**src/common/incx_params.svh**
```systemverilog
// constants for the increment instruction executor
`ifndef INCX_PARAMS_SVH
`define INCX_PARAMS_SVH
`define INCX_OPC_INC    6'h0A
`define INCX_OPC_INCSZ  6'h0F
`define INCX_OPC_MSB    11
`define INCX_OPC_LSB    6
`define INCX_DEST_BIT   5
`define INCX_ADDR_MSB   4
`define INCX_DATA_W     8
`define INCX_IDLE_WORD  12'h000
`define INCX_ONE        8'h01
`define INCX_ZERO       8'h00
`endif

```
**src/common/incx_pkg.sv**
```systemverilog
// types for the increment instruction executor
package incx_pkg;
	typedef logic [11:0] incx_word_t;
	typedef logic [7:0]  incx_data_t;
	typedef logic [4:0]  incx_addr_t;
	typedef enum logic [1:0] {
		INCX_OP_NONE  = 2'b00,
		INCX_OP_INC   = 2'b01,
		INCX_OP_INCSZ = 2'b10
	} incx_op_e;
endpackage

```
**src/common/incx_dec_if.sv**
```systemverilog
// decoded instruction fields between decoder and executor
`timescale 1ns/100ps
interface incx_dec_if;
	import incx_pkg::*;
	incx_op_e   op;
	logic       toFile;
	incx_addr_t addr;
	modport dec (output op, output toFile, output addr);
	modport exe (input op, input toFile, input addr);
endinterface

```
**src/logic/incx_decoder.sv**
```systemverilog
// opcode decoder for the increment instructions
`timescale 1ns/100ps
`include "incx_params.svh"
module incx_decoder (
	input  wire incx_pkg::incx_word_t instrWord,
	incx_dec_if.dec                   dec
);
	import incx_pkg::*;
	logic [5:0] opField;
	always_comb begin
		opField    = instrWord[`INCX_OPC_MSB:`INCX_OPC_LSB];
		dec.toFile = instrWord[`INCX_DEST_BIT];
		dec.addr   = instrWord[`INCX_ADDR_MSB:0];
		if (opField == `INCX_OPC_INC) begin
			dec.op = INCX_OP_INC;
		end else if (opField == `INCX_OPC_INCSZ) begin
			dec.op = INCX_OP_INCSZ;
		end else begin
			dec.op = INCX_OP_NONE;
		end
	end
endmodule

```
**src/logic/incx_exec.sv**
```systemverilog
// execution of the increment and increment-skip-on-zero instructions
`timescale 1ns/100ps
`include "incx_params.svh"
module incx_exec (
	input  wire logic                 clk,
	input  wire logic                 rst,
	input  wire logic                 instrValid,
	input  wire incx_pkg::incx_word_t instrWord,
	input  wire incx_pkg::incx_data_t fileRdData,
	output incx_pkg::incx_addr_t      fileRdAddr,
	output logic                      fileWrEn,
	output incx_pkg::incx_addr_t      fileWrAddr,
	output incx_pkg::incx_data_t      fileWrData,
	output logic                      wWrEn,
	output incx_pkg::incx_data_t      wWrData,
	output logic                      zeroWrEn,
	output logic                      zeroVal,
	output logic                      skipReq,
	output logic                      nopSlot,
	output logic                      busy
);
	import incx_pkg::*;

	// ----------------------------------------
	// state layout
	// ----------------------------------------
	// one struct holds every flop, so reset and the register stage stay in one place
	typedef struct packed {
		// file register write
		logic       fileWrEn;
		incx_addr_t fileWrAddr;
		incx_data_t fileWrData;
		// working register write
		logic       wWrEn;
		incx_data_t wWrData;
		// status
		logic       zeroWrEn;
		logic       zeroVal;
		// pipeline
		logic       skipReq;
		logic       nopSlot;
		logic       skipPend;
	} incx_state_s;

	// ----------------------------------------
	// state registers
	// ----------------------------------------
	incx_state_s stateReg;
	incx_state_s stateNext;

	// ----------------------------------------
	// decode signals
	// ----------------------------------------
	incx_dec_if decBus ();
	logic       takeWord;
	logic       isInc;
	logic       isIncSkip;
	logic       anyInc;

	// ----------------------------------------
	// incrementer signals
	// ----------------------------------------
	logic [`INCX_DATA_W:0] carry;
	incx_data_t            sum;
	logic                  sumZero;

	// ----------------------------------------
	// decoder
	// ----------------------------------------
	// purely combinational: its fields are valid together with the word
	incx_decoder uDec (
		.instrWord (instrWord),
		.dec       (decBus)
	);

	// ----------------------------------------
	// issue
	// ----------------------------------------
	// the word that arrives while a skip is pending is the one being discarded
	assign takeWord = instrValid && !stateReg.skipPend;

	// ----------------------------------------
	// operation select
	// ----------------------------------------
	// only a word that is taken can start an increment
	always_comb begin
		isInc     = 1'b0;
		isIncSkip = 1'b0;
		unique case (decBus.op)
			INCX_OP_NONE: begin
				isInc     = 1'b0;
				isIncSkip = 1'b0;
			end
			INCX_OP_INC: begin
				isInc     = takeWord;
				isIncSkip = 1'b0;
			end
			INCX_OP_INCSZ: begin
				isInc     = 1'b0;
				isIncSkip = takeWord;
			end
			default: begin
				// spare code of the 2-bit enum: no work rather than a guess
				isInc     = 1'b0;
				isIncSkip = 1'b0;
			end
		endcase
	end

	// both variants share the write-back path
	assign anyInc = isInc || isIncSkip;

	// ----------------------------------------
	// incrementer
	// ----------------------------------------
	// ripple chain: the carry into the lowest cell is the one being added
	assign carry[0] = 1'b1;

	for (genvar b = 0; b < `INCX_DATA_W; b++) begin : gIncBit
		assign sum[b]     = fileRdData[b] ^ carry[b];
		assign carry[b+1] = fileRdData[b] & carry[b];
	end

	// ----------------------------------------
	// zero detect
	// ----------------------------------------
	// carry out of the top cell: operand was all ones, the sum wrapped to zero
	// same answer as comparing the sum with zero, one gate level sooner
	assign sumZero = carry[`INCX_DATA_W];

	// ----------------------------------------
	// next state
	// ----------------------------------------
	// file read is combinational: the operand arrives in the same cycle
	always_comb begin
		stateNext = stateReg;

		// strobes are one-cycle pulses
		stateNext.fileWrEn = 1'b0;
		stateNext.wWrEn    = 1'b0;
		stateNext.zeroWrEn = 1'b0;
		stateNext.skipReq  = 1'b0;
		stateNext.nopSlot  = 1'b0;
		stateNext.skipPend = 1'b0;

		// dropped word: this slot runs as a no-op
		if (stateReg.skipPend) begin
			stateNext.nopSlot = 1'b1;
		end

		// write-back; data is held until the next increment
		if (anyInc) begin
			stateNext.fileWrAddr = decBus.addr;
			stateNext.fileWrData = sum;
			stateNext.wWrData    = sum;
			stateNext.fileWrEn   = decBus.toFile;
			stateNext.wWrEn      = !decBus.toFile;
		end

		// zero flag: plain increment only
		if (isInc) begin
			stateNext.zeroWrEn = 1'b1;
			stateNext.zeroVal  = sumZero;
		end

		// skip variant leaves the flags alone
		if (isIncSkip) begin
			stateNext.skipReq  = sumZero;
			stateNext.skipPend = sumZero;
		end
	end

	// ----------------------------------------
	// register stage
	// ----------------------------------------
	// synchronous reset clears every strobe and the pending skip
	always_ff @(posedge clk) begin
		if (rst) begin
			stateReg <= '0;
		end else begin
			stateReg <= stateNext;
		end
	end

	// ----------------------------------------
	// file register port
	// ----------------------------------------
	// read address is not registered: the core answers in the same cycle
	assign fileRdAddr = decBus.addr;
	assign fileWrEn   = stateReg.fileWrEn;
	assign fileWrAddr = stateReg.fileWrAddr;
	assign fileWrData = stateReg.fileWrData;

	// ----------------------------------------
	// working register port
	// ----------------------------------------
	assign wWrEn   = stateReg.wWrEn;
	assign wWrData = stateReg.wWrData;

	// ----------------------------------------
	// status port
	// ----------------------------------------
	assign zeroWrEn = stateReg.zeroWrEn;
	assign zeroVal  = stateReg.zeroVal;

	// ----------------------------------------
	// pipeline control
	// ----------------------------------------
	// busy tells the core that the word now in flight is being thrown away
	assign skipReq = stateReg.skipReq;
	assign nopSlot = stateReg.nopSlot;
	assign busy    = stateReg.skipPend;
endmodule
```
**config.mk**
```make
export PLATFORM = sky130hd
export DESIGN_NAME = incx_exec
export DESIGN_NICKNAME = d
export VERILOG_FILES = /design/src/common/incx_pkg.sv /design/src/common/incx_dec_if.sv /design/src/logic/incx_decoder.sv /design/src/logic/incx_exec.sv
export VERILOG_INCLUDE_DIRS = /design/src /design/src/common
export SDC_FILE = /design/constraint.sdc
export NUM_CORES = 1
export LEC_CHECK = 0
export BUFFER_PORTS_ARGS = -buffer_cell sky130_fd_sc_hd__buf_2
export CORE_AREA = 2 2 63 65
export CTS_CLUSTER_SIZE = 14
export DETAILED_ROUTE_END_ITERATION = 16
export DIE_AREA = 0 0 65 67
export SLEW_MARGIN = 20
export SYNTH_ARGS = -nofsm -noshare
export SYNTH_HDL_FRONTEND = slang
export SYNTH_SLANG_ARGS = --single-unit
```
**constraint.sdc**
```tcl
create_clock -name clk -period 1.5 [get_ports clk]
set_input_delay 0.075 -clock clk [delete_from_list [all_inputs] [get_ports clk]]
set_output_delay 0.075 -clock clk [all_outputs]
set_load 0.005 [all_outputs]
```
Yosys cells after proc, flatten, opt, wreduce, memory -nomap -nowiden
Cells that the tools add are included.
Word-level totals
  register bits after elaboration: 19
  latch bits: 0
  bits in writable memories: 0
  memory bits (read-only): 0
  input port bits: 23
  word-level logic and storage cells: 41
  memories: 0
Cells by class
  $add $sub $neg: 0
  multiply operators: 0
  divide/modulo/power cells: 0
  magnitude comparators: 0
  equality and inequality tests: 4
  shifts and indexed selects: 0
  multiplexer cells: 6
  bitwise logic cells: 17
  reduce and logical (&&, ||, !) cells: 6
Operators with widths (count)
  6-bit by 4-bit equality test with 1-bit output (second input constant): 2
  1-bit AND: 7
  1-bit XOR: 7
  2-bit two-way mux: 3
  2-bit OR reduction: 2
  1-bit two-way mux: 3
  1-bit inverter: 3
  2-bit by 1-bit equality test with 1-bit output (second input constant): 1
  2-bit equality test (second input constant): 1
  1-bit logical NOT: 2
  1-bit logical AND: 1
  1-bit logical OR: 1

Logic depth before layout (Yosys ltp)
Gate-level depths: netlist of run 1.
  depth in word-level cells: 8
  depth in mapped cells: 9

Hierarchy
From an unflattened synthesis of run 1, not the netlist that was laid out.
Second synthesis, totals
  cells, all modules: 100
  area total of the unflattened synthesis: 1036.0 µm²
By module, submodules not included
  incx_exec: instances 1, cells an instance 90, area an instance 962.2 µm², seq. area each 380.4 µm²
  incx_decoder: instances 1, cells an instance 10, area an instance 73.8 µm², seq. area each 0.0 µm²

Worst setup path after synthesis of run 1
No wires, ideal clock.
  path kind: input -> register
  start point: input port fileRdData[0]
  end point: register stateReg (netlist bit wWrData[7])
  arrival time: 1555 ps
  data required time: 1430 ps
  setup slack: -125 ps
  stages: 9
  cells stage by stage: ha_1 ha_1 ha_1 ha_1 ha_1 ha_1 ha_1 nand4_1 a21oi_1
Between the ends
  longest elaborated chain between the ends: 7
Ends and longest elaborated chain
  from (decl): RTL line incx_exec.sv:9  | input wire incx_pkg::incx_data_t fileRdData,
  1-bit AND (6 in a row): RTL line incx_exec.sv:121  | assign carry[b+1] = fileRdData[b] & carry[b];
  1-bit XOR: RTL line incx_exec.sv:120  | assign sum[b] = fileRdData[b] ^ carry[b];
  via sum[7]: RTL line incx_exec.sv:64  | incx_data_t sum;
  to (signal assigned): RTL line incx_exec.sv:181  | stateReg <= stateNext;
  to (decl): RTL line incx_exec.sv:48  | incx_state_s stateReg;
The timed path passes the listed nets, and every way through them passes these cells.
A chain may end at the register's enable or synchronous reset.

Final worst setup path of run 1
Same ends and word-level chain as after synthesis.

==> results of run 1 <==
-- where the power goes --
group          switching [uW]  internal [uW]
Combinational            88.0           66.4
Sequential               2.14            507
Clock                     187            185
-- layout by cell type (no fill, tap or decap), types with 2 or more instances in the layout --
cell,synthesis,routed
a21oi_1,13,13
buf_2,3,55
buf_4,14,6
clkbuf_8,1,3
dfxtp_1,19,19
ha_4,0,7
nand4_1,13,13
nor2b_1,2,2
nor3_1,2,2
o31ai_1,12,12
-- Yosys cell counts --
cell type | number | area, um^2
dfxtp_1 | 19 | 380
buf_4 | 14 | 105
a21oi_1 | 13 | 65.1
nand4_1 | 13 | 81.3
o31ai_1 | 12 | 90.1
ha_1 | 7 | 87.6
buf_2 | 3 | 15.0
nor2b_1 | 2 | 12.5
nor3_1 | 2 | 10.0
a211oi_1 | 1 | 7.51
a31oi_1 | 1 | 6.26
and2_1 | 1 | 6.26
and3_1 | 1 | 6.26
and4_2 | 1 | 10.0
and4bb_1 | 1 | 12.5
buf_6 | 1 | 11.3
clkbuf_1 | 1 | 3.75
clkbuf_4 | 1 | 7.51
clkbuf_8 | 1 | 13.8
nand2b_1 | 1 | 6.26
nand4bb_1 | 1 | 11.3
nor2_1 | 1 | 3.75
nor3b_1 | 1 | 7.51
o41ai_1 | 1 | 8.76
xnor2_2 | 1 | 16.3
xor2_2 | 1 | 16.3
-- metrics by stage --
step	util	area, um^2
floorplan	-	1090
global placement	0.364	1310
detailed placement	0.364	1310
CTS	0.380	1370
global route	0.380	1370
finish	0.380	1370
-- worst paths after layout --
check / slack [ns] / cells after the start / endpoint
worst min register to register: 0.47 / 2 / zeroVal$_SDFFE_PP0P_
worst max register to register: 0.24 / 4 / wWrData[5]$_SDFFE_PP0P_
worst max-delay path: 0.11 / 10 / wWrData[7]$_SDFFE_PP0P_
worst min-delay path: 0.07 / 3 / fileWrAddr[0]$_SDFFE_PP0P_
-- metal layers --
layer | global-route usage | vias up | routed length [um]
met4 | 0.0718 | 0 | 65
met3 | 0.0236 | 5 | 160
met5 | 0 | - | 0
li1 | - | 465 | -
met2 | 0.210 | 39 | 1160
met1 | 0.163 | 456 | 1210
-- logic make-up (layout without fill, tap and decap cells) --
| logic type | after synthesis | after routing | synth area share |
|---|---|---|---|
| compound gates | 28 | 28 | 0.177 |
| simple gates | 25 | 25 | 0.167 |
| buf+inv | 21 | 66 | 0.156 |
| flops | 19 | 19 | 0.380 |
| fa+ha+maj | 7 | 7 | 0.0874 |
| xor+xnor | 2 | 2 | 0.0325 |
-- state kept, by name (all words and copies together), names as in the netlist --
| signal | cells |
|---|---|
| zeroWrEn | 1 |
| wWrEn | 1 |
| fileWrEn | 1 |
| zeroVal | 1 |
| nopSlot | 1 |
| wWrData | 8 |
| busy | 1 |
| fileWrAddr | 5 |
-- timing repair --
item,in CTS,in global routing
hold buffers,1,0
endpoints found under the hold margin,1,0
resized for setup,0,0
setup buffers,0,0
-- area by class of cell --
| class | instances | share of cell area |
|---|---|---|
| Sequential cell | 19 | 0.278 |
| Timing Repair Buffer | 62 | 0.241 |
| Clock buffer | 3 | 0.0301 |
| Tap cell | 48 | 0.0438 |
| Multi-Input combinational cell | 62 | 0.404 |
| Clock inverter | 1 | 0.00365 |
-- worst register-to-register path: stages, from the launching register on --
cell and delay (ns):
dfxtp_1 0.34, nand2b_1 0.25, buf_4 0.22, o31ai_1 0.24
a21oi_1 0.09
==> out/results.tsv, run 1 <==
metric	value	unit
status	complete, no violations	
HP Class	in2reg	
CP Class	in2reg	
RD Place Congestion	0.725	
unique cell type count in the Yosys netlist	26	
Final nets	178	
leakage	0.000604	uW
setup repair after global routing missed its margin	false	
share of layout cells above drive strength 1	0.510	
Die W	65	um
post-synthesis sequential area ratio	0.380	
routed vias	965	
final cell count without fillers	195	
mapped cell area	0.00100	mm^2
Clk pin slew, worst setup/hold paths	0.07	ns
FP Rows	22	
drt total wl	2600	um
cell count after synthesis	102	
global route overflow	0	
remaining antenna violation count	0	
synthesized flop and latch total	19	
Worst Slack Setup Final	0.112	ns
HPWL Detailed	1960	um
Root Buffer	clkbuf_8	
R2R Path Start	busy$_SDFF_PP0_	
FF/Latch Area	380	um^2
Crit path buffers/inverters	1	
Worst Path Arrival	1.59	ns
Mapped Nets	132	
Final Slew Violations	0	
Critical Path Start Type	primary input	
beginning of the worst hold path	instrWord[0]	
TNS Setup	0	ns
worst skew pair latency	0.26	ns
maximum VDD drop	0.000302	V
clk buf depth	2	
Placed Instances	190	
pin count of the biggest net entering global routing	17	
yosys warns	0	
initial antenna violation count	0	
Filler cells	377	
vias in the first global route	891	
crit path launch	fileRdData[0]	
Worst EP required	1.70	ns
area of the multi-input gates	553	um^2
Total Routing Usage GR	0.130	
Max FO, Critical Path	2	
final hold violations	0	
Fin Hold WS	0.0721	ns
max_slew headroom	0.589	
I/O pin cnt	56	
routed len/inst	13.3	um
antenna cells	0	
initial drt markers	32	
vias per inst	4.95	
Final Total Pwr	1040	uW
Layout area overhead	36.7	%
final setup fails	0	
clock buffer count from CTS	3	
fin crit share	0.925	
CP max stage delay	0.25	ns
Syn Area/Cell	9.83	um^2
DR pass1 iterations	4	
first-pass GRT wire length	4280	um
Max H-tree Level	1	
CTS tree	built	
Max Freq	0.720	GHz
CP most frequent cell	ha_4	
die footprint	0.00436	mm^2
Worst-Margin Slew	0.616	ns
CP top delay family	adder cells	
Max Cap Viol	0	
Core ar.	0.00361	mm^2
Layout Skew	0.00241	ns
CTS Sinks	19	
Place WS	-0.175	ns
highest-delay cell along the critical path	ha_4	
port buffer count	55	
Final min period	1.39	ns
chain of cells forming the critical path	buf_2 -> ha_4 -> ha_4 -> ha_4 -> ha_4 -> ha_4 -> ha_4 -> ha_4 -> nand4_1 -> a21oi_1	
Initial Utilization	0.278	
DRC	0	
crit end category	register	
pwr/cell area	756	mW/mm^2
Die Span Y	67	um
Note: power is estimated with default switching activity, not from simulation.
==> run 2, diff against run 1 <==
--- a/config.mk
+++ b/config.mk
@@ -7,10 +7,12 @@
 export NUM_CORES = 1
 export LEC_CHECK = 0
 export BUFFER_PORTS_ARGS = -buffer_cell sky130_fd_sc_hd__buf_2
-export CORE_AREA = 2 2 63 65
+export CORE_AREA = 2 2 54 56
 export CTS_CLUSTER_SIZE = 14
 export DETAILED_ROUTE_END_ITERATION = 16
-export DIE_AREA = 0 0 65 67
+export DIE_AREA = 0 0 56 58
+export PLACE_DENSITY = 0.73
+export REMOVE_ABC_BUFFERS = 1
 export SLEW_MARGIN = 20
 export SYNTH_ARGS = -nofsm -noshare
 export SYNTH_HDL_FRONTEND = slang
==> run 2 against run 1 <==
Against the previous run: die area shrank 25%; clock power decreased by 30%; largest cell class unchanged; maximum frequency fell by 4.1%; clock skew increased by 0.0049 ns; sequential cell count stayed put; non-clock buffer count increased by 1; via count increased by 0.52%; setup slack lost 0.059 ns; critical path depth is the same; routed wire length fell by 3.3%; sequential share of layout area increased by 2.4 points; total power is 12% lower.
==> out/results.tsv, run 2 (synthesis results as in run 1) <==
metric	value	unit
status	complete, no violations	
CP Class	in2reg	
Final nets	179	
GRT met1 Usage	0.170	
routed len/inst	14.1	um
HPWL Detailed	1840	um
Worst Path Arrival	1.69	ns
first-pass GRT wire length	3820	um
max reg flops	8	
Place WS	-0.349	ns
Crit path buffers/inverters	1	
die footprint	0.00325	mm^2
maximum VDD drop	0.000648	V
highest-delay cell along the critical path	ha_1	
chain of cells forming the critical path	buf_2 -> ha_2 -> ha_2 -> ha_2 -> ha_1 -> ha_2 -> ha_2 -> ha_1 -> nand4_1 -> a21oi_1	
port buffer count	55	
final hold violations	0	
CP most frequent cell	ha_2	
Clk pin slew, worst setup/hold paths	0.11	ns
DR pass1 iterations	4	
clock buffer count from CTS	3	
antenna cells	0	
Layout area overhead	26.0	%
Worst-Margin Slew	0.670	ns
DRC	0	
Root Buffer	clkbuf_4	
Total Routing Usage GR	0.147	
post-CTS setup buffers	0	
max_slew headroom	0.553	
most common library cell in the layout ignoring fill and taps	buf_2	
CTS Sinks	19	
TNS Setup	0	ns
CTS tree	built	
Layout Skew	0.00727	ns
pwr/cell area	724	mW/mm^2
routed vias	970	
Die Span Y	58	um
I/O pin cnt	56	
drt total wl	2520	um
Critical Path Start Type	primary input	
final setup fails	0	
Die W	56	um
global route overflow	0	
CP top delay family	adder cells	
leakage	0.000596	uW
Final Total Pwr	913	uW
initial drt markers	21	
most frequent cells in the layout	buf_2 (55), dfxtp_1 (19), nand4_1 (13), a21oi_1 (13), o31ai_1 (12)	
Final min period	1.45	ns
initial antenna violation count	0	
FP Rows	19	
Worst Slack Setup Final	0.0533	ns
Max FO, Critical Path	2	
clk buf depth	2	
HP Class	in2reg	
vias in the first global route	802	
Fin Hold WS	0.0380	ns
Initial Utilization	0.376	
worst skew pair latency	0.30	ns
GRT Max-Usage Layer	met2	
Core ar.	0.00266	mm^2
setup repair after global routing missed its margin	false	
CP max stage delay	0.26	ns
fin crit share	0.964	
Final Slew Violations	0	
met3 Track Usage GR	0.0379	
crit end category	register	
grt met2 use	0.276	
Filler cells	273	
vias per inst	5.42	
pin count of the biggest net entering global routing	17	
share of layout cells above drive strength 1	0.500	
Worst EP required	1.74	ns
Max H-tree Level	1	
Max Cap Viol	0	
final core occ	0.474	
Max Freq	0.691	GHz
RD Place Congestion	0.751	
remaining antenna violation count	0	
[run 2: cell count changes in the layout (fill, tap and decap cells not counted)]
cell / delta
ha_4: -7
ha_2: +5
clkbuf_4: +3
clkbuf_8: -3
ha_1: +2
buf_4: +1
[run 2: final cells by class]
cell class | instances | area [um^2] | area share
multi-input combinational | 62 | 478 | 0.379
sequential | 19 | 380 | 0.301
timing repair buffer | 63 | 338 | 0.268
tap | 31 | 38.8 | 0.0307
clock buffer | 3 | 22.5 | 0.0178
clock inverter | 1 | 5.00 | 0.00396
[run 2: power breakdown]
| part | internal [uW] | switching, uW |
|---|---|---|
| Sequential | 508 | 2.02 |
| Clock | 99.3 | 160 |
| Combinational | 60.4 | 83.7 |
| Total | 667 | 246 |
[run 2: per-stage QoR]
step                std cells  instance area, um^2
floorplan                  81                  846
global placement          174                 1210
detailed placement        174                 1210
CTS                       179                 1250
global route              179                 1260
finish                    179                 1260
[run 2: worst paths after layout]
path                                    from                    endpoint  slack (ns)  depth (start not counted)
setup / recovery               fileRdData[0]     wWrData[7]$_SDFFE_PP0P_        0.05                         10
hold / removal                  instrWord[1]  fileWrAddr[1]$_SDFFE_PP0P_        0.04                          3
setup reg to reg             busy$_SDFF_PP0_     wWrData[0]$_SDFFE_PP0P_        0.26                          4
hold reg to reg   fileWrAddr[0]$_SDFFE_PP0P_  fileWrAddr[0]$_SDFFE_PP0P_        0.48                          2
[run 2: per-layer routing]
metal / wire, um / up-vias
li1: - / 469
met1: 988 / 452
met2: 1340 / 47
met3: 174 / 2
met4: 12 / 0
met5: 0 / -
[run 2: tightest hold or removal path, cell delays in order]
cell and delay (ns):
buf_2 0.10, nand4_1 0.06, a21oi_1 0.06
[run 2: what timing repair did]
action	CTS	global route
hold buffers	1	0
hold endpoints to repair	1	0
setup endpoints to repair	1	1
pin swaps	1	1
resized for setup	1	4
